`src/logic/ram_pkg.sv`:
```
// Purpose: shared constants and types for the alarm match unit
// Assumes: byte-wide register port, 40 MHz ref_clk
// Notes:   offsets are byte addresses of the device register map
package ram_pkg;
  localparam logic [7:0] ADDR_ALARM_FIRST = 8'h10;
  localparam logic [7:0] ADDR_ALARM_LAST  = 8'h15;
  localparam logic [7:0] ADDR_STATUS      = 8'h07;
  localparam logic [7:0] ADDR_CONTROL     = 8'h08;
  localparam int         NUM_ALARM        = 6;
  localparam int         ENABLE_BIT       = 7;
  localparam int         FLAG_BIT         = 6;
  localparam int         AUTO_CLEAR_BIT   = 7;
  localparam int         REPEAT_BIT       = 6;
  localparam int         FREQ_OUT_BIT     = 0;
  localparam logic [7:0] ALARM_RESET      = 8'h00;
  localparam logic [7:0] CONTROL_RESET    = 8'h00;
  localparam int         CLK_HZ           = 40000000;
  localparam int         PULSE_NS         = 250000;
  localparam int         PULSE_CYCLES     = PULSE_NS / (1000000000 / CLK_HZ);
  localparam int         PW               = 14;
  typedef enum logic [1:0] {RAM_IDLE, RAM_PULSE} ram_state_e;
endpackage

```
`src/logic/ram_cmp_if.sv`:
```
// Purpose: carries alarm bytes and time to the comparator
// Assumes: one clock domain
// Notes:   purely combinational bundle
`timescale 1ns/1ps
interface ram_cmp_if;
  logic [7:0] alarm_byte [6];
  logic [7:0] time_byte  [6];
  logic       match;
  logic       any_enable;
  modport top (output alarm_byte, output time_byte, input match, input any_enable);
  modport cmp (input alarm_byte, input time_byte, output match, output any_enable);
endinterface

```
`src/logic/ram_alarm.sv`:
```
// Purpose: alarm unit of a real time clock with interrupt output
// Assumes: time bytes come from the clock registers, sec_tick marks each update
// Notes:   byte register port; status at 07h, control at 08h
`timescale 1ns/1ps
module ram_alarm (
  // clock and reset
  input  wire logic       ref_clk,
  input  wire logic       rst,
  // register port
  input  wire logic [7:0] reg_addr,
  input  wire logic [7:0] reg_wdata,
  input  wire logic       reg_wr,
  input  wire logic       reg_rd,
  output logic      [7:0] reg_rdata,
  // current time: seconds, minutes, hours, date, month, weekday
  input  wire logic [7:0] time_sec,
  input  wire logic [7:0] time_min,
  input  wire logic [7:0] time_hour,
  input  wire logic [7:0] time_date,
  input  wire logic [7:0] time_month,
  input  wire logic [7:0] time_wday,
  input  wire logic       sec_tick,
  // interrupt pin
  output logic            irq_n
);
  typedef struct packed {
    logic [5:0][7:0] alarm;
    logic            alarm_flag;
    logic            read_auto_clear;
    logic            repeat_select;
    logic            frequency_output;
    logic            tick_d;
    logic [7:0]      rdata;
  } ram_alarm_s;
  ram_alarm_s r;
  ram_alarm_s next_r;
  ram_cmp_if  cmp ();
  logic       pulse_trig;
  logic       pulse_active;
  logic       mode_ok;
  logic       fire;
  logic       sel_alarm;
  // feed comparator
  genvar i;
  generate
    for (i = 0; i < ram_pkg::NUM_ALARM; i++) begin : g_a
      assign cmp.alarm_byte[i] = r.alarm[i];
    end
  endgenerate
  assign cmp.time_byte[0] = time_sec;
  assign cmp.time_byte[1] = time_min;
  assign cmp.time_byte[2] = time_hour;
  assign cmp.time_byte[3] = time_date;
  assign cmp.time_byte[4] = time_month;
  assign cmp.time_byte[5] = time_wday;
  ram_compare u_cmp (
    .c (cmp)
  );
  // evaluate one cycle after the time update so the new time is settled
  // minute-level matches hit only on the 59->00 roll since fields change then
  assign mode_ok = cmp.any_enable && !r.frequency_output;
  assign fire    = r.tick_d && mode_ok && cmp.match && !(
                   !r.repeat_select && r.alarm_flag) && (r.alarm[0][ram_pkg::ENABLE_BIT] ||
                   time_sec[6:0] == 7'h00);
  assign pulse_trig = fire && r.repeat_select;
  ram_pulse u_pulse (
    .ref_clk (ref_clk),
    .rst     (rst),
    .trig    (pulse_trig),
    .active  (pulse_active)
  );
  assign sel_alarm = (reg_addr >= ram_pkg::ADDR_ALARM_FIRST) && (reg_addr <= ram_pkg::ADDR_ALARM_LAST);
  // next state: register writes, read side effects, flag update
  always_comb begin
    next_r        = r;
    next_r.tick_d = sec_tick;
    if (reg_wr) begin
      if (sel_alarm) begin
        next_r.alarm[reg_addr[2:0]] = reg_wdata;
      end else if (reg_addr == ram_pkg::ADDR_STATUS) begin
        if (!reg_wdata[ram_pkg::FLAG_BIT]) begin
          next_r.alarm_flag = 1'b0;
        end
      end else if (reg_addr == ram_pkg::ADDR_CONTROL) begin
        next_r.read_auto_clear  = reg_wdata[ram_pkg::AUTO_CLEAR_BIT];
        next_r.repeat_select    = reg_wdata[ram_pkg::REPEAT_BIT];
        next_r.frequency_output = reg_wdata[ram_pkg::FREQ_OUT_BIT];
      end
    end
    if (reg_rd) begin
      if (sel_alarm) begin
        next_r.rdata = r.alarm[reg_addr[2:0]];
      end else if (reg_addr == ram_pkg::ADDR_STATUS) begin
        next_r.rdata = {1'b0, r.alarm_flag, 6'h00};
        if (r.read_auto_clear) begin
          next_r.alarm_flag = 1'b0;
        end
      end else if (reg_addr == ram_pkg::ADDR_CONTROL) begin
        next_r.rdata = {r.read_auto_clear, r.repeat_select, 5'h00, r.frequency_output};
      end else begin
        next_r.rdata = 8'h00;
      end
    end
    // set wins over any clear in the same cycle
    if (fire) begin
      next_r.alarm_flag = 1'b1;
    end
  end
  // state register
  always_ff @(posedge ref_clk) begin
    if (rst) begin
      r <= '0;
    end else begin
      r <= next_r;
    end
  end
  assign reg_rdata = r.rdata;
  // level in single event mode, pulse in repeat mode
  assign irq_n = r.repeat_select ? !pulse_active : !(r.alarm_flag && !r.frequency_output);

  a_level_hold: assert property (@(posedge ref_clk) disable iff (rst)
    (!r.repeat_select && r.alarm_flag && !r.frequency_output) |-> !irq_n)
    else $error("irq not low while single alarm flag set");
  a_fire_sets: assert property (@(posedge ref_clk) disable iff (rst)
    fire |=> r.alarm_flag)
    else $error("match did not set alarm flag");
  a_auto_clear: assert property (@(posedge ref_clk) disable iff (rst)
    (reg_rd && reg_addr == ram_pkg::ADDR_STATUS && r.read_auto_clear && !fire) |=> !r.alarm_flag)
    else $error("auto clear on read failed");
  a_write_clear: assert property (@(posedge ref_clk) disable iff (rst)
    (reg_wr && reg_addr == ram_pkg::ADDR_STATUS && !reg_wdata[ram_pkg::FLAG_BIT] && !fire) |=> !r.alarm_flag)
    else $error("write zero did not clear flag");
  a_pulse_low: assert property (@(posedge ref_clk) disable iff (rst)
    (pulse_trig && r.repeat_select) |=> !irq_n)
    else $error("repeat match gave no pulse");
  a_pulse_ends: assert property (@(posedge ref_clk) disable iff (rst)
    $fell(pulse_active) |-> $past(!pulse_trig))
    else $error("pulse ended at retrigger");
  a_no_enable: assert property (@(posedge ref_clk) disable iff (rst)
    !cmp.any_enable |-> !fire)
    else $error("alarm fired with no byte enabled");
  a_single_once: assert property (@(posedge ref_clk) disable iff (rst)
    (r.alarm_flag && !r.repeat_select) |-> !fire)
    else $error("second single event while flag set");
  a_min_roll: assert property (@(posedge ref_clk) disable iff (rst)
    (fire && !r.alarm[0][ram_pkg::ENABLE_BIT]) |-> time_sec[6:0] == 7'h00)
    else $error("minute match off the seconds roll");
endmodule

```
`src/logic/ram_compare.sv`:
```
// Purpose: field-by-field equality of enabled alarm bytes
// Assumes: alarm and time bytes share one coding
// Notes:   no enabled byte means no match
`timescale 1ns/1ps
module ram_compare (
  // comparison bundle
  ram_cmp_if.cmp c
);
  logic [5:0] field_ok;
  logic [5:0] field_en;
  // per-byte compare; disabled bytes always agree
  genvar i;
  generate
    for (i = 0; i < ram_pkg::NUM_ALARM; i++) begin : g_f
      assign field_en[i] = c.alarm_byte[i][ram_pkg::ENABLE_BIT];
      assign field_ok[i] = !field_en[i] || (c.alarm_byte[i][6:0] == c.time_byte[i][6:0]);
    end
  endgenerate
  assign c.any_enable = |field_en;
  assign c.match      = c.any_enable && (&field_ok);
endmodule

```
`src/logic/ram_pulse.sv`:
```
// Purpose: fixed-width pulse stretcher for pulsed interrupt mode
// Assumes: trigger is a one-cycle strobe
// Notes:   retrigger during a pulse restarts the width
`timescale 1ns/1ps
module ram_pulse (
  // clock and reset
  input  wire logic ref_clk,
  input  wire logic rst,
  // trigger and output
  input  wire logic trig,
  output logic      active
);
  typedef struct packed {
    ram_pkg::ram_state_e st;
    logic [ram_pkg::PW-1:0] cnt;
  } ram_pulse_s;
  ram_pulse_s r;
  ram_pulse_s next_r;
  // count the pulse width down
  always_comb begin
    next_r = r;
    if (trig) begin
      next_r.st  = ram_pkg::RAM_PULSE;
      next_r.cnt = ram_pkg::PW'(ram_pkg::PULSE_CYCLES - 1);
    end else begin
      case (r.st)
        ram_pkg::RAM_PULSE: begin
          if (r.cnt == '0) begin
            next_r.st = ram_pkg::RAM_IDLE;
          end else begin
            next_r.cnt = r.cnt - 1'b1;
          end
        end
        default: next_r.st = ram_pkg::RAM_IDLE;
      endcase
    end
  end
  // register
  always_ff @(posedge ref_clk) begin
    if (rst) begin
      r <= '{ram_pkg::RAM_IDLE, '0};
    end else begin
      r <= next_r;
    end
  end
  assign active = (r.st == ram_pkg::RAM_PULSE);
endmodule

```
`config.mk`:
```
export PLATFORM = sky130hd
export DESIGN_NAME = ram_alarm
export DESIGN_NICKNAME = d
export VERILOG_FILES = /design/src/logic/ram_pkg.sv /design/src/logic/ram_cmp_if.sv /design/src/logic/ram_alarm.sv /design/src/logic/ram_compare.sv /design/src/logic/ram_pulse.sv
export SDC_FILE = /design/constraint.sdc
export NUM_CORES = 1
export LEC_CHECK = 0
export BUFFER_PORTS_ARGS = -buffer_cell sky130_fd_sc_hd__buf_4
export CORE_UTILIZATION = 56
export CTS_CLUSTER_DIAMETER = 200
export CTS_CLUSTER_SIZE = 14
export DETAILED_ROUTE_END_ITERATION = 10
export GPL_ROUTABILITY_DRIVEN = 0
export PLACE_DENSITY = 0.81
export SYNTH_ARGS = -nofsm -noshare
export SYNTH_HDL_FRONTEND = slang
export SYNTH_SLANG_ARGS = --single-unit
```
`constraint.sdc`:
```
create_clock -name ref_clk -period 2.7 [get_ports ref_clk]
set_clock_uncertainty 0.1 [all_clocks]
set_input_delay 0.135 -clock ref_clk [delete_from_list [all_inputs] [get_ports ref_clk]]
set_output_delay 0.135 -clock ref_clk [all_outputs]
set_load 0.03 [all_outputs]
```
-- Word-level counts from Yosys, hierarchy flattened
Cells that the tools add are included.
- add/subtract/negate cells: 1
- magnitude comparators: 4
- equal/unequal tests: 10
- multiplexer cells: 25
- bitwise logic cells: 3
- reduce and logical (&&, ||, !) cells: 39
- operator list (kind ; number):
    $bwmux W48 ; 1
    $eq A7 B7 Y1 ; 6
    $mux W8 ; 5
    $mux W14 ; 2
    $bmux W8 S3 ; 1
    $demux W8 S3 ; 1
    $mux W15 ; 1
    $logic_not A14 Y1 ; 1
    $sub A14 B1 Y14 const B ; 1
    $logic_and A1 B1 Y1 ; 11
    $logic_not A1 Y1 ; 11
    $mux W1 ; 10
    $eq A8 B3 Y1 const B ; 1
    $eq A8 B4 Y1 const B ; 1
    $ge A8 B5 Y1 const B ; 1
    $le A8 B5 Y1 const B ; 1
    $mux W4 ; 2
    $logic_not A7 Y1 ; 1
    $logic_or A1 B1 Y1 ; 7
    $mux W3 ; 2
    $reduce_and A2 Y1 ; 3
    $reduce_and A6 Y1 ; 1
    $reduce_or A6 Y1 ; 1
    $lt A3 B4 Y1 const B ; 1
    7 further kinds ; 9
- bits in registers: 76
- bits of input ports: 69
- output and inout bits: 9
- word-level logic and storage cells: 97

-- Logic depth before layout (Yosys ltp)
- depth after elaboration: 10
- depth in mapped cells: 7
- depth with buffers taken out: 6

-- By module
A second synthesis with hierarchy kept.
- cells, all modules: 446
- area total of the unflattened synthesis: 4149.0 um2
- modules (own cells, without submodules) (module ; instances ; cells an instance ; area each (um2) ; seq. area each (um2)):
    ram_alarm ; 1 ; 295 ; 2825.2 ; 1221.2
    ram_pulse ; 1 ; 91 ; 792.0 ; 300.3
    ram_compare ; 1 ; 60 ; 531.8 ; 0.0

-- Worst setup path after synthesis
OpenSTA, ideal clock, no wires.
- kind: register -> register
- start point: reg u_pulse.r[8] (netlist bit)
- end point: reg u_pulse.r[13] (netlist bit)
- library setup time: 0.130 ns
- arrival time: 1.760 ns
- data required time: 2.470 ns
- path slack: 0.709 ns
- stages on the path, launching flop included: 6
- buffers on the path: 0
- period minus slack after synthesis: 1.991 ns
- cells stage by stage: dfxtp_1 -> or4_4 -> or4_4 -> nor4_4 -> xnor2_1 -> o22ai_1
- word-level cells in the longest chain between the ends: 4
- elaborated cells between the ends (all ways): 7
- classes of those cells: add/sub (1); eq/ne (1); mux (3); reduce/logical (2)
- RTL lines (element ; RTL line ; source):
    from (decl) ; ram_pulse.sv:17 ; ram_pulse_s r;
    from (signal assigned) ; ram_pulse.sv:41 ; r <= '{ram_pkg::RAM_IDLE, '0};
    from (signal assigned) ; ram_pulse.sv:43 ; r <= next_r;
    $sub A14 B1 Y14 ; ram_pulse.sv:31 ; next_r.cnt = r.cnt - 1'b1;
    $mux W14 ; ram_pulse.sv:28 ; if (r.cnt == '0) begin
    $mux W14 ; ram_pulse.sv:26 ; case (r.st)
    $mux W15 ; ram_pulse.sv:22 ; if (trig) begin
Parallel ways exist; a longest one is shown, timed or not. The select of a mux whose other input is x is not followed.
A chain may end at the register's enable or synchronous reset.

-- Worst setup path in the final report
- start point: reg r (netlist bit cmp.alarm_byte[28])
- end point: reg u_pulse.r[3] (netlist bit)
- word-level cells in the longest chain between the ends: 10
- elaborated cells between the ends (all ways): 12
- classes of those cells: eq/ne (2); mux (1); reduce/logical (9)
- RTL lines (element ; RTL line ; source):
    from (decl) ; ram_alarm.sv:35 ; ram_alarm_s r;
    from (signal assigned) ; ram_alarm.sv:114 ; r <= next_r;
    $eq A7 B7 Y1 * ; ram_compare.sv:16 ; assign field_ok[i] = !field_en[i] || (c.alarm_byte[i][6:0] == c.time_byte[i][6:0]);
    $logic_or A1 B1 Y1 * ; ram_compare.sv:16 ;
    $reduce_and A6 Y1 * ; ram_compare.sv:20 ; assign c.match = c.any_enable && (&field_ok);
    $logic_and A1 B1 Y1 * ; ram_compare.sv:20 ;
    $logic_and A1 B1 Y1 * (2 in series) ; ram_alarm.sv:62 ; assign fire = r.tick_d && mode_ok && cmp.match && !(
    $logic_and A1 B1 Y1 * ; ram_alarm.sv:63 ; !r.repeat_select && r.alarm_flag) && (r.alarm[0][ram_pkg::ENABLE_BIT] ||
    $logic_and A1 B1 Y1 * ; ram_alarm.sv:65 ; assign pulse_trig = fire && r.repeat_select;
    $ne A2 B2 Y1 (no source line) / $reduce_bool A2 Y1 (equally long branches) ; n/a ;
    $reduce_and A2 Y1 (no source line) ; n/a ;
Mark *: on every way between the ends. The rest lies on a longest branch, timed or not.

==> qor.yml <==
status:
  status: "finished, final reports clean"
critical_path:
  slowest_delay_ps: 570
  crit_type: "reg -> reg"
  endpoint_kind: "flop"
  path_cells: "xnor2_1 -> nand4_1 -> o41ai_1 -> nand4_1 -> o22ai_1"
  timing.critical_path.buf_inv: 0
  crit_family: "compound AO/OA/AOI/OAI gates"
  crit_top_cell: "nand4_1"
  crit_arrival_ps: 2450
  cp-start-kind: "flop"
  crit_path_top_delay_cell: "nand4_1"
  cp_max_fo: 10
  worstPathRequired_ps: 2880
sta:
  rsz0062_at_grt: "no"
  report.final.slew_viol_count: 0
  fin_crit_ps: 2267
  relSlewSlack_pct: 53.95
  fmax_ghz: 0.4411
  tightestPinTransition_ps: 684.4
  fin_crit_sh_pct: 83.96
  setup_tns_ps: 0
  setup_viol: 0
  finalHoldViolations: 0
  timing.final.ws_setup_ps: 433.0
clock_tree:
  cts_tree: "yes"
  cts_sinks: 76
  clock_latency_ps: 350
  numCtsBuffers: 9
  cts_buffer_depth: 2
  clk_transition_reported_paths_ps: 90
  clockRootBuffer: "clkbuf_8"
  cts_max_level: 3
  post-cts-setup-buffers: 0
global_route:
  grt_use_total_pct: 31.99
  grt.overflow.total: 0
  antenna_found_initial: 0
  grt_pass1_vias: 3705
  grt_max_degree: 49
  grt_first_pass_wirelength_mm: 18.33
route:
  first_pass_iters: 5
  drt_iter0_markers: 307
  detail-route-antenna-nets: 0
  wirelength_mm: 11.66
  drc: 0
  post_drt_wl_per_cell_um: 18.30
  vias: 3871
  viasPerCell: 6.077
synth:
  synth_area_leaders: "dfxtp_1 37%, mux2i_1 8.3%, xnor2_1 6.4%, a21oi_1 4.7%, nand2_1 4.3%"
  netlist_area_sq_mm: 0.004089
  yosysMostFrequentCell: "dfxtp_1"
  yosys_warnings: 0
  syn_area_per_cell_sq_um: 8.626
  async_flop_share_pct: 0
  synth_top_area_share_pct: 37.21
  synth_fp_nets: 544
  synth_edf_count: 0
  synth_common_cells: "76 x dfxtp_1, 47 x nand2_1, 38 x a21oi_1"
  seq_area_frac_synth_pct: 37.21
  ys_ff_latch: 76
  synth_area_leader_cell: "dfxtp_1"
  ys_types: 49
  synth_cells: 474
  synth_flop_cell: "dfxtp_1"
pwr:
  peakVddDrop_mv: 0.3103
  p_per_area_mw_per_mm2: 490.9
  power.leakage_nw: 1.817
flow_run:
  cap_violations: 0
floorplanning:
  die_w_um: 87.45
  num_rows: 30
  core-area_sq_mm: 0.006907
  start_util_pct: 59.20
  die_height_um: 87.45
  dieArea_sq_mm: 0.007648
  io_pins: 78
cells_and_area:
  area_growth_pct: 21.30
  drive_gt1_share_pct: 19.41
  nNetsFinal: 606
  final_core_util_pct: 71.81
  diodes: 0
place:
  hpwlAfterDp_mm: 8.139
  port_buffers: 71
  place_ws_ps: 498.6
hold_path:
  hold_class: "in -> reg"
## layer usage
layer / part of all wire, % / GRT usage [%] / up-vias
met3: 7.5 / 5.687 / 45
met2: 49 / 55.61 / 209
met1: 39 / 37.74 / 1804
met5: 0 / 0 / -
li1: - / - / 1813
met4: 4.2 / 16.10 / 0
## registers in the layout, indices dropped and copies added, names as in the netlist
register and flops:
cmp.alarm_byte 48, u_pulse.r 15, reg_rdata 8, r 5
## cell type report
class | count | area [sq um]
multi-input combinational | 351 | 2344
timing repair buffer | 88 | 688.2
sequential | 76 | 1521
tap | 96 | 120.1
clock inverter | 5 | 107.6
fill | 545 | 1947
clock buffer | 11 | 141.4
inverter | 10 | 37.54
## cells in the final DEF, fill, tap and decap left out, types with 2 or more instances in the layout
master | netlist | routed
mux2i_1 | 34 | 34
o22ai_1 | 14 | 14
nand4b_1 | 2 | 2
nand2_1 | 47 | 47
nand3_1 | 11 | 11
nor2b_1 | 4 | 4
a22oi_1 | 2 | 2
o41ai_1 | 6 | 6
a21oi_1 | 38 | 38
a21o_1 | 2 | 2
nand4_1 | 12 | 12
or4_4 | 2 | 2
mux2_2 | 2 | 2
nor3b_1 | 2 | 2
and4_1 | 3 | 3
o21ai_0 | 31 | 31
a311oi_1 | 3 | 3
nor2_1 | 35 | 35
a211oi_1 | 3 | 3
or3_1 | 2 | 2
o211ai_1 | 7 | 7
mux4_2 | 5 | 5
inv_1 | 10 | 10
dlygate4sd3_1 | 0 | 11
nor4_1 | 8 | 8
nand2b_1 | 8 | 8
buf_4 | 9 | 77
xnor2_1 | 30 | 30
a2bb2oi_1 | 2 | 2
xor2_1 | 19 | 19
clkbuf_8 | 0 | 10
nor3_1 | 5 | 5
bufinv_16 | 0 | 3
dfxtp_1 | 76 | 76
## cell families (layout without fill, tap and decap cells)
logic type	after synthesis	count (layout)	share of synthesized area [%]
and+or+nand+nor	149	149	18.73
buffers and inverters	47	114	5.477
AOI/OAI and AO/OA	111	111	16.16
adders and majority gates	1	1	0.3059
muxes	41	41	11.63
DFF	76	76	37.21
xor gates and xnor gates	49	49	10.50
## power by group
| part | internal [W] | switching [W] | leakage, nW | total [W] |
|---|---|---|---|---|
| sequential | 0.00112 | 0.00000299 | 0.613 | 0.00113 |
| combinational | 0.000109 | 0.000115 | 1.08 | 0.000224 |
| clock | 0.000645 | 0.000439 | 0.124 | 0.00108 |
## worst paths after layout
kind	from	end	slack (ps)	depth (start not counted)
hold reg to reg	reg_rdata[5]	reg_rdata[5]	370	2
hold / removal	rst	u_pulse.r[1]	70	2
setup reg to reg	cmp.alarm_byte[28]	u_pulse.r[3]	430	5
setup / recovery	cmp.alarm_byte[28]	u_pulse.r[3]	430	5
## repair_timing
item	4_1_cts	5_1_grt
gates resized for setup	0	0
setup endpoints to repair	0	0
endpoints found under the hold margin	29	0
hold buffers	11	0
## per-stage QoR
stage | cell area, sq um | hold slack [ps] | power [W] | cells
2_1_floorplan | 4089 | 163.2 | 0.001250 | 474
3_3_place_gp | 4601 | 248.7 | 0.001353 | 610
3_5_place_dp | 4601 | 252.0 | 0.001359 | 610
4_1_cts | 4960 | 58.28 | 0.002432 | 637
5_1_grt | 4960 | 72.92 | 0.002503 | 637
6_report | 4960 | 66.99 | 0.002435 | 637
Power figures use the tool's default switching activity.
